File: config.mk
export PLATFORM = sky130hd
export DESIGN_NAME = ptpc_regs
export DESIGN_NICKNAME = d
export VERILOG_FILES = /design/src/ptpc_pkg.sv /design/src/ptpc_port_corr.sv /design/src/ptpc_regs.sv
export VERILOG_INCLUDE_DIRS = /design/src
export SDC_FILE = /design/constraint.sdc
export NUM_CORES = 1
export LEC_CHECK = 0
export BUFFER_PORTS_ARGS = -buffer_cell sky130_fd_sc_hd__buf_4
export CORE_MARGIN = 8
export CORE_UTILIZATION = 35
export DETAILED_ROUTE_END_ITERATION = 7
export GPL_TIMING_DRIVEN = 0
export PLACE_DENSITY = 0.57
export SETUP_SLACK_MARGIN = 0.15
export SYNTH_ARGS = -nofsm -noshare
export SYNTH_HDL_FRONTEND = slang
export SYNTH_SLANG_ARGS = --single-unit
File: constraint.sdc
create_clock -name clock -period 5.46 [get_ports clock]
set_input_delay 0.546 -clock clock [delete_from_list [all_inputs] [get_ports clock]]
set_output_delay 0.546 -clock clock [all_outputs]
set_load 0.03 [all_outputs]
File: src/ptpc_consts.svh
// offsets, field positions, reset values for the timestamp config registers
// assumes apb byte addressing with 32-bit aligned words
`ifndef PTPC_CONSTS_SVH
`define PTPC_CONSTS_SVH
`define PTPC_OFF_USER_HI 12'h14c
`define PTPC_OFF_USER_LO 12'h150
`define PTPC_OFF_SELECT 12'h154
`define PTPC_OFF_LATENCY 12'h158
`define PTPC_OFF_ASYM 12'h15c
`define PTPC_OFF_CMD_CTL 12'h100
`define PTPC_OFF_RX_PARSE 12'h158
`define PTPC_SEL_PIN_HI 10
`define PTPC_SEL_PIN_LO 8
`define PTPC_SEL_PORT_HI 5
`define PTPC_SEL_PORT_LO 4
`define PTPC_SEL_GRP_HI 2
`define PTPC_SEL_GRP_LO 0
`define PTPC_SEL_MASK 32'h0000073f
`define PTPC_USER_HI_MASK 32'h0000ffff
`define PTPC_CMD_ENABLE_BIT 2
`define PTPC_CMD_PEER_BIT 3
`define PTPC_CMD_MASK 32'h0000000c
`define PTPC_RX_USER_EN_BIT 8
`define PTPC_LAT_P0 16'h0014
`define PTPC_LAT_TX_PX 16'h005f
`define PTPC_LAT_RX_PX 16'h011d
`endif

File: src/ptpc_pkg.sv
// types shared by the timestamp config register block
// assumes ptpc_consts.svh defines the numeric constants
package ptpc_pkg;
  typedef enum logic [2:0] {
    PTPC_GRP_GENERAL = 3'h0,
    PTPC_GRP_RX = 3'h1,
    PTPC_GRP_TX = 3'h2,
    PTPC_GRP_PIN = 3'h3
  } ptpc_group_t;
  typedef struct packed {
    logic psel;
    logic penable;
    logic pwrite;
    logic [11:0] paddr;
    logic [31:0] pwdata;
  } ptpc_apb_req_t;
  typedef struct packed {
    logic [31:0] prdata;
    logic pready;
    logic pslverr;
  } ptpc_apb_rsp_t;
  typedef struct packed {
    logic [15:0] tx_ns;
    logic [15:0] rx_ns;
  } ptpc_latency_t;
  typedef struct packed {
    logic [15:0] asym_ns;
    logic [15:0] peer_ns;
  } ptpc_asym_t;
endpackage

File: src/ptpc_port_corr.sv
// one port's latency correction of a captured clock value
// assumes the capture value arrives on the same clock
`timescale 1ns/1ns
module ptpc_port_corr #(
  parameter int TS_W = 32
) (
  input wire logic clock,
  input wire logic reset_n,
  input wire logic clk_en,
  input wire logic capture_valid,
  input wire logic capture_is_tx,
  input wire logic [TS_W-1:0] capture_ns,
  input wire ptpc_pkg::ptpc_latency_t latency,
  output logic [TS_W-1:0] stamp_ns_r,
  output logic stamp_valid_r
);
  import ptpc_pkg::*;
  // medium-referenced stamp
  // egress is seen inside before the medium, ingress after it
  always_ff @(posedge clock or negedge reset_n) begin
    if (!reset_n) begin
      stamp_ns_r <= '0;
      stamp_valid_r <= 1'b0;
    end else if (clk_en) begin
      stamp_valid_r <= capture_valid;
      if (capture_valid) begin
        if (capture_is_tx) begin
          stamp_ns_r <= capture_ns + TS_W'(latency.tx_ns);
        end else begin
          stamp_ns_r <= capture_ns - TS_W'(latency.rx_ns);
        end
      end
    end
  end
endmodule // ptpc_port_corr

File: src/ptpc_regs.sv
// apb register bank: user address, bank/port/pin select, per-port latency and asymmetry
// assumes apb master on the same clock; capture values come from the timestamp unit
// Functional notes
// - low-word register holds address bits 31:0 of 48-bit user address
// - high register bits 15:0 give address bits 47:32
// - user address matching only where the protocol's enable bit is set
// - select bits 10:8 pick the pin instance, reset zero
// - select bits 5:4 pick the port instance, reset zero
// - select bits 2:0 pick bank: general, rx, tx, pin; 1xx reserved
// - latency bits 31:16 hold egress delay in ns
// - latency bits 15:0 hold ingress delay in ns
// - captured clock values corrected by the port latency
// - latency resets 20/20 port 0, 95 tx and 285 rx others
// - asymmetry bits 31:16 signed ns, reset zero
// - asymmetry bits 15:0 peer delay ns, reset zero, used in peer mode
`timescale 1ns/1ns
`include "ptpc_consts.svh"
module ptpc_regs #(
  parameter int NUM_PORTS = 3,
  parameter int TS_W = 32
) (
  input wire logic clock,
  input wire logic reset_n,
  input wire logic clk_en,
  input wire ptpc_pkg::ptpc_apb_req_t apb_req,
  output ptpc_pkg::ptpc_apb_rsp_t apb_rsp,
  input wire logic [NUM_PORTS-1:0] capture_valid,
  input wire logic [NUM_PORTS-1:0] capture_is_tx,
  input wire logic [NUM_PORTS*TS_W-1:0] capture_ns,
  output logic [NUM_PORTS*TS_W-1:0] stamp_ns,
  output logic [NUM_PORTS-1:0] stamp_valid,
  output logic [47:0] user_addr,
  output logic [NUM_PORTS-1:0] user_addr_match_en,
  output logic timestamp_enable,
  output logic [2:0] pin_index,
  output logic [1:0] port_index,
  output ptpc_pkg::ptpc_group_t reg_group,
  output ptpc_pkg::ptpc_asym_t [NUM_PORTS-1:0] port_asym,
  output logic peer_mode
);
  import ptpc_pkg::*;

  logic [31:0] user_addr_low_word_r;
  logic [15:0] user_addr_high_word_r;
  logic [31:0] bank_port_pin_select_r;
  logic [31:0] timestamp_command_control_r;
  logic [NUM_PORTS-1:0] receive_parse_config_r;
  ptpc_latency_t port_latency_r [NUM_PORTS];
  ptpc_asym_t port_asymmetry_peer_delay_r [NUM_PORTS];
  logic [31:0] rdata_r;
  logic [31:0] rdata_nxt;
  logic wr_en;
  logic addr_ok;
  logic [1:0] psel_port;
  logic [2:0] psel_grp;

  // single-cycle access phase: pready high whenever penable is
  assign wr_en = clk_en && apb_req.psel && apb_req.penable && apb_req.pwrite;
  assign psel_port = bank_port_pin_select_r[`PTPC_SEL_PORT_HI:`PTPC_SEL_PORT_LO];
  assign psel_grp = bank_port_pin_select_r[`PTPC_SEL_GRP_HI:`PTPC_SEL_GRP_LO];

  always_ff @(posedge clock or negedge reset_n) begin
    if (!reset_n) begin
      user_addr_low_word_r <= 32'h00000000;
    end else if (wr_en && apb_req.paddr == `PTPC_OFF_USER_LO) begin
      user_addr_low_word_r <= apb_req.pwdata;
    end
  end

  always_ff @(posedge clock or negedge reset_n) begin
    if (!reset_n) begin
      user_addr_high_word_r <= 16'h0000;
    end else if (wr_en && apb_req.paddr == `PTPC_OFF_USER_HI) begin
      user_addr_high_word_r <= apb_req.pwdata[15:0];
    end
  end

  // select fields, reserved bits other than bit 3 masked off
  always_ff @(posedge clock or negedge reset_n) begin
    if (!reset_n) begin
      bank_port_pin_select_r <= 32'h00000000;
    end else if (wr_en && apb_req.paddr == `PTPC_OFF_SELECT) begin
      bank_port_pin_select_r <= apb_req.pwdata & `PTPC_SEL_MASK;
    end
  end

  // minimal command word: only the enable and peer-mode bits are kept here
  always_ff @(posedge clock or negedge reset_n) begin
    if (!reset_n) begin
      timestamp_command_control_r <= 32'h00000000;
    end else if (wr_en && apb_req.paddr == `PTPC_OFF_CMD_CTL) begin
      timestamp_command_control_r <= apb_req.pwdata & `PTPC_CMD_MASK;
    end
  end

  // per-port banked registers, selected by port index and group
  always_ff @(posedge clock or negedge reset_n) begin
    if (!reset_n) begin
      for (int i = 0; i < NUM_PORTS; i++) begin
        if (i == 0) begin
          port_latency_r[i] <= '{tx_ns: `PTPC_LAT_P0, rx_ns: `PTPC_LAT_P0};
        end else begin
          port_latency_r[i] <= '{tx_ns: `PTPC_LAT_TX_PX, rx_ns: `PTPC_LAT_RX_PX};
        end
        port_asymmetry_peer_delay_r[i] <= '0;
        receive_parse_config_r[i] <= 1'b0;
      end
    end else if (wr_en && 32'(psel_port) < NUM_PORTS) begin
      if (psel_grp == 3'(PTPC_GRP_GENERAL) && apb_req.paddr == `PTPC_OFF_LATENCY) begin
        port_latency_r[psel_port] <= apb_req.pwdata;
      end
      if (psel_grp == 3'(PTPC_GRP_GENERAL) && apb_req.paddr == `PTPC_OFF_ASYM) begin
        port_asymmetry_peer_delay_r[psel_port] <= apb_req.pwdata;
      end
      if (psel_grp == 3'(PTPC_GRP_RX) && apb_req.paddr == `PTPC_OFF_RX_PARSE) begin
        receive_parse_config_r[psel_port] <= apb_req.pwdata[`PTPC_RX_USER_EN_BIT];
      end
    end
  end

  // read mux; unmapped or reserved-bank reads return zero with pslverr
  always_comb begin
    rdata_nxt = 32'h00000000;
    addr_ok = 1'b1;
    case (apb_req.paddr)
      `PTPC_OFF_USER_LO: rdata_nxt = user_addr_low_word_r;
      `PTPC_OFF_USER_HI: rdata_nxt = {16'h0000, user_addr_high_word_r};
      `PTPC_OFF_SELECT: rdata_nxt = bank_port_pin_select_r;
      `PTPC_OFF_CMD_CTL: rdata_nxt = timestamp_command_control_r;
      `PTPC_OFF_LATENCY: begin
        if (32'(psel_port) >= NUM_PORTS) begin
          addr_ok = 1'b0;
        end else if (psel_grp == 3'(PTPC_GRP_GENERAL)) begin
          rdata_nxt = port_latency_r[psel_port];
        end else if (psel_grp == 3'(PTPC_GRP_RX)) begin
          rdata_nxt = 32'(receive_parse_config_r[psel_port]) << `PTPC_RX_USER_EN_BIT;
        end else begin
          addr_ok = 1'b0;
        end
      end
      `PTPC_OFF_ASYM: begin
        if (32'(psel_port) < NUM_PORTS && psel_grp == 3'(PTPC_GRP_GENERAL)) begin
          rdata_nxt = port_asymmetry_peer_delay_r[psel_port];
        end else begin
          addr_ok = 1'b0;
        end
      end
      default: addr_ok = 1'b0;
    endcase
  end

  // read data registered at the setup-phase edge (psel high, penable low) so it is a flip-flop output
  always_ff @(posedge clock or negedge reset_n) begin
    if (!reset_n) begin
      rdata_r <= 32'h00000000;
    end else if (clk_en && apb_req.psel && !apb_req.penable && !apb_req.pwrite) begin
      rdata_r <= rdata_nxt;
    end
  end

  // zero-wait: setup captures read data, access completes at once
  assign apb_rsp.prdata = rdata_r;
  assign apb_rsp.pready = 1'b1;
  assign apb_rsp.pslverr = apb_req.psel && apb_req.penable && !addr_ok;

  assign timestamp_enable = timestamp_command_control_r[`PTPC_CMD_ENABLE_BIT];
  assign user_addr = {user_addr_high_word_r, user_addr_low_word_r};
  // match only where the protocol enables it
  assign user_addr_match_en = receive_parse_config_r & {NUM_PORTS{timestamp_enable}};
  assign pin_index = bank_port_pin_select_r[`PTPC_SEL_PIN_HI:`PTPC_SEL_PIN_LO];
  assign port_index = psel_port;
  // group code, reserved codes passed through as read
  assign reg_group = ptpc_group_t'(psel_grp);
  // peer delay applies in peer mode
  assign peer_mode = timestamp_command_control_r[`PTPC_CMD_PEER_BIT];

  genvar g;
  generate
    for (g = 0; g < NUM_PORTS; g++) begin : g_port
      assign port_asym[g] = port_asymmetry_peer_delay_r[g];
      ptpc_port_corr #(
        .TS_W(TS_W)
      ) u_corr (
        .clock(clock),
        .reset_n(reset_n),
        .clk_en(clk_en),
        .capture_valid(capture_valid[g]),
        .capture_is_tx(capture_is_tx[g]),
        .capture_ns(capture_ns[g*TS_W +: TS_W]),
        .latency(port_latency_r[g]),
        .stamp_ns_r(stamp_ns[g*TS_W +: TS_W]),
        .stamp_valid_r(stamp_valid[g])
      );
    end
  endgenerate
endmodule // ptpc_regs

Yosys cells after proc, flatten, opt, wreduce, memory -nomap -nowiden
Index checks and enable logic that the tools add are counted.

Add/subtract/negate cells: 6. Multiply operators: 0. Divide/modulo/power cells: 0. $lt $le $gt $ge: 6. Eq/ne operators: 7. Shift operators: 0. Multiplexer cells: 28. Bitwise logic cells: 2. Reduce and logical (&&, ||, !) cells: 29.

Operators with widths (number): 32-bit two-way mux (11); 96-bit bitwise mux (2); 32-bit case mux with 6 select lines (1); 32-bit binary-select mux with 2-bit select (2); 32-bit by 16-bit adder with 32-bit output (3); 32-bit by 16-bit subtractor with 32-bit output (3); 12-bit by 9-bit == test with 1-bit output, second input constant (6); 32-bit demux with 2-bit select (1); 1-bit logical AND (18); 2-bit AND reduction (6); 9-bit two-way mux (1); 1-bit two-way mux (6); 4-bit OR reduction (1); 3-bit bitwise AND (1); 3-bit bitwise mux (1); 3-bit by 1-bit == test with 1-bit output, second input constant (1); 3-bit >= comparator, second input constant (1); 1-bit logical NOT (3); 3-bit logical NOT (1); 2-bit by 3-bit < comparator with 1-bit output, second input constant (1); 3-bit by 1-bit < comparator with 1-bit output, second input constant (1); 2-bit inverter with 3-bit output (1); 1-bit case mux with 3 select lines (1); 1-bit binary-select mux with 2-bit select (1); 4 further kinds (4).

Register bits after elaboration: 385. Bits in latches: 0. Memory bits (writable): 0. ROM bits: 0. Input bits: 152. Logic and storage cells: 102. Memories kept: 0.

Longest topological paths before layout
Depth after elaboration: 7. Depth in mapped cells: 17. Mapped depth without buffers: 16.

Hierarchy
Synthesis repeated with hierarchy kept, for this count alone.

Cells, all modules: 2410. Area, all modules: 23527.6 µm².

By module, submodules not included: ptpc_regs (instances 1, cells each 1002, area an instance 12889.9 µm²); ptpc_port_corr at g_port[1].u_corr ... (instances 2, cells each 477, area an instance 3565.9 µm²); ptpc_port_corr at g_port[0].u_corr (instances 1, cells each 454, area an instance 3505.9 µm²).

Least setup slack after synthesis
No wires, ideal clock.

Path type: flip-flop to flip-flop. From: reg port_latency_r[71] (netlist name). To: reg g_port[0].u_corr.stamp_ns_r[28]. Arrival: 4.174 ns. Slack: 1.160 ns. Cell stages (with the launch flop): 16. Buffers on the path: 0. Cells stage by stage: dfrtp_1 > or4_1 > nor4_2 > nand2_1 > nor4_1 > ha_1 > mux2_2 > ha_1 > a21o_1 > a21o_1 > a221oi_1 > nor2_1 > nor3_2 > o21ai_1 > a31o_2 > a221o_1.

Longest elaborated chain between the ends: 2.

Ends and longest elaborated chain: start, declared (line ptpc_regs.sv:48) `ptpc_latency_t port_latency_r [NUM_PORTS];`; start signal, assigned by index (line ptpc_regs.sv:101) `` port_latency_r[i] <= '{tx_ns: `PTPC_LAT_P0, rx_ns: `PTPC_LAT_P0}; ``; start signal, assigned by index (line ptpc_regs.sv:103) `` port_latency_r[i] <= '{tx_ns: `PTPC_LAT_TX_PX, rx_ns: `PTPC_LAT_RX_PX}; ``; start signal, assigned by index (line ptpc_regs.sv:110) `port_latency_r[psel_port] <= apb_req.pwdata;`; 32-bit by 16-bit subtractor with 32-bit output (line ptpc_port_corr.sv:30) `stamp_ns_r <= capture_ns - TS_W'(latency.rx_ns);`; 32-bit two-way mux (line ptpc_port_corr.sv:27) `if (capture_is_tx) begin`; end signal, assigned (line ptpc_port_corr.sv:28) `stamp_ns_r <= capture_ns + TS_W'(latency.tx_ns);`; end signal, assigned (line ptpc_port_corr.sv:30); end, declared (line ptpc_port_corr.sv:14) `output logic [TS_W-1:0] stamp_ns_r,`.

Every way passes these cells. A chain may end at the register's enable or synchronous reset.

Final worst setup path
From: reg port_latency_r[7] (netlist name). To: reg g_port[2].u_corr.stamp_ns_r[31].

Longest elaborated chain between the ends: 2.

Ends and longest elaborated chain (line): 32-bit by 16-bit subtractor with 32-bit output (ptpc_port_corr.sv:30); 32-bit two-way mux (ptpc_port_corr.sv:27); end signal, assigned (ptpc_port_corr.sv:28); end signal, assigned (ptpc_port_corr.sv:30); end, declared (ptpc_port_corr.sv:14).

Every way passes these cells.

==> results.json <==
{
  "ant_nets": 0,
  "critPathMaxFanout": 8,
  "synth_mux_area_share_pct": 16.4,
  "cts_root_buf": "clkbuf_16",
  "fin_ws_ns": 0.496,
  "yosys_warnings": 0,
  "power_mw": 7.17,
  "final_common_cell": "buf_4",
  "dieArea_um2": 74300,
  "finalSetupViolCount": 0,
  "fmaxAchievable_mhz": 201,
  "instances_no_fill": 3702,
  "final_core_util_pct": 44.4,
  "drc": 0,
  "io_pins": 442,
  "synthSimpleGateAreaFrac_pct": 11.7,
  "layout.nets": 3058,
  "period_needed_ns": 4.96,
  "synth_cell_types": 85,
  "finalHoldViolations": 0,
  "die_w_um": 273,
  "internal_power_mw": 5.17,
  "synth_xor_area_share_pct": 4.07,
  "rsz0062_at_grt": "false",
  "coreArea_um2": 65500,
  "grt_pass1_vias": 20700,
  "slew_violations": 0,
  "fin_skew_ns": 0.0156,
  "p_seq_share_pct": 42.3,
  "holdPathStages": 2,
  "place_congestion": 0.923,
  "p_per_area_nw_per_um2": 247,
  "power_frac_comb_pct": 13.3,
  "switchingPower_mw": 2.00,
  "cp.required_ns": 5.93,
  "start_kind": "flop",
  "cts_buffers": 45,
  "grt_util_all_layers_pct": 23.0,
  "synthFlopType": "dfrtp_1",
  "antenna_found_initial": 6,
  "synth_top_family_by_area": "multiplexers",
  "avgViaCountPerCell": 5.47,
  "drive_gt1_share_pct": 28.9,
  "finalCritPeriodShare_pct": 90.9,
  "dp.cells": 3614,
  "dp_hpwl_um": 72100,
  "vdd_drop_max_v": 0.000200,
  "ys_seq_elements": 385,
  "grt_pass1_wl_um": 132000,
  "wirelength_um": 89100,
  "wl_per_cell_um": 24.1,
  "switching_share_pct": 27.9,
  "r2r_cells": 15,
  "syn_to_final_growth_pct": 26.2,
  "syn_avg_cell_area_um2": 9.97,
  "crit_type": "flop to flop",
  "vias": 20200,
  "portBuffers": 435,
  "synth_top_area_share_pct": 39.0,
  "grt-ovfl-total": 0,
  "p_leak_nw": 13.9,
  "syn_inst": 2312,
  "clkTransAtPathRegs_ns": 0.06,
  "seq_area_frac_synth_pct": 41.9,
  "yosys.area_share.adder_pct": 5.96,
  "critPathCaptureType": "flop",
  "grt_max_degree": 119,
  "maxCapViolCount": 0,
  "yosysTopAreaCell": "dfrtp_1",
  "place_ws_ns": 0.359,
  "cts_tree": "built",
  "firstDrtPassIters": 7,
  "post_cts_buffers": 0,
  "final_cell_mix": "buf_4 (450), dfrtp_1 (359), nand2_1 (265)",
  "slew_headroom_pct": 19.6,
  "tightest_slew_ns": 1.19,
  "clkSinkCount": 385,
  "crit_arrival_ns": 5.44,
  "dr.first_iter.drc_count": 1472,
  "min_path_type": "primary input to flop",
  "cts.htree.levels": 2,
  "die_h_um": 273,
  "yosys-top-cells-area": "dfrtp_1 (39%), mux2_2 (10%), ha_1 (5.7%), nand2_1 (4.3%), o21ai_0 (4.2%)",
  "floorplan.rows": 94,
  "synth_compound_area_share_pct": 16.3,
  "syn-num-nets": 2572,
  "synthArstFlopShare_pct": 100,
  "fin_setup_tns_ns": 0,
  "syn_area_um2": 23000,
  "cts_max_path_buffers": 3,
  "status": "finished, final reports clean",
  "clkLatencyLatePin_ns": 0.59,
  "p_clk_share_pct": 44.4,
  "synth-edff-count": 0,
  "initial_core_util_pct": 35.2
}
[critical path, cell delays in order (launching register included)]
cell      delay [ns]
dfrtp_1         0.50
or4_4           0.60
nor4_1          0.36
or3b_2          0.53
nor2_2          0.31
ha_1            0.30
mux2_2          0.26
ha_1            0.21
a21oi_1         0.16
o21ai_0         0.12
a221o_1         0.40
a211oi_1        0.35
o31ai_1         0.12
a31oi_1         0.29
mux2i_1         0.23
nand3_1         0.08
[cells in the mapped netlist, drive strengths merged (14+ instances only)]
| library cell | instances |
|---|---|
| mux2i | 70 |
| o21bai | 16 |
| nor2 | 144 |
| dfrtp | 359 |
| nor3 | 30 |
| a21oi | 145 |
| ha | 105 |
| xor2 | 57 |
| clkbuf | 87 |
| inv | 38 |
| mux2 | 273 |
| a22oi | 19 |
| dfstp | 26 |
| a21o | 44 |
| o21ai | 198 |
| nand2 | 267 |
| nand3 | 29 |
| buf | 53 |
| xnor2 | 50 |
| and2 | 20 |
| nand4 | 19 |
| a41oi | 14 |
| o22ai | 23 |
| a31oi | 37 |
[path summary, 6_finish.rpt]
kind,slack [ns],from,end
max,0.50,port_latency_r[7],g_port[2].u_corr.stamp_ns_r[31]
min,0.21,apb_req[8],port_latency_r[8]
max reg2reg,0.50,port_latency_r[7],g_port[2].u_corr.stamp_ns_r[31]
min reg2reg,0.48,g_port[2].u_corr.stamp_ns_r[12],g_port[2].u_corr.stamp_ns_r[12]
max in group asynchronous,3.90,reset_n,g_port[2].u_corr.stamp_ns_r[13]
min in group asynchronous,0.51,reset_n,port_asym[65]
[cell families (layout without fill, tap and decap cells)]
family                     after synthesis  in the layout
DFF                                    385            385
and+or+nand+nor                        584            584
AOI/OAI and AO/OA                      605            605
buffers and inverters                  179            701
adders and majority gates              108            108
muxes                                  343            343
other                                    1              5
xor gates and xnor gates               107            107
[through the flow]
stage / cell area, um2 / hold slack (ns)
global placement: 27400 / 0.467
floorplan: 23000 / 0.250
CTS: 29100 / 0.185
global route: 29100 / 0.201
detailed placement: 27500 / 0.470
finish: 29100 / 0.213
[power groups by stage]
stage	logic [mW]	registers [mW]	clock network, mW
5_1_grt	1.03	3.05	3.38
6_report	0.955	3.03	3.18
3_5_place_dp	0.966	3.09	0
3_3_place_gp	0.948	3.08	0
2_1_floorplan	0.264	3.28	0
4_1_cts	0.968	3.04	3.26
[cell type report]
| class | count | area [um2] |
|---|---|---|
| antenna | 4 | 10.0 |
| buffer | 140 | 684 |
| clock buffer | 63 | 1300 |
| clock inverter | 20 | 264 |
| fill | 6348 | 36400 |
| inverter | 39 | 146 |
| multi-input combinational | 1748 | 12600 |
| sequential | 385 | 9670 |
| tap | 864 | 1080 |
| timing repair buffer | 439 | 3370 |
[metal layers]
layer | wire (um) | track usage [%] | up-vias | part of all wire (%)
met2 | 43200 | 39.3 | 651 | 49
met3 | 5410 | 4.93 | 116 | 6.1
met4 | 2300 | 6.26 | 2 | 2.6
met1 | 38100 | 29.3 | 10100 | 43
li1 | - | - | 9416 | -
met5 | 13 | 0 | - | 0.015
[repair_timing]
action	CTS	global route
hold buffers	1	0
resized for setup	0	3
hold endpoints to repair	58	0
endpoints found under the setup margin	0	7
[flip-flops by register name, summed over array words and instances, names as in the netlist]
signal	cells
timestamp_command_control_r	2
receive_parse_config_r	3
g_port.u_corr.stamp_ns_r	96
rdata_r	32
port_latency_r	96
g_port.u_corr.stamp_valid_r	3
bank_port_pin_select_r	9
port_asym	96
user_addr_low_word_r	32
user_addr_high_word_r	16
Power figures use the tool's default switching activity.
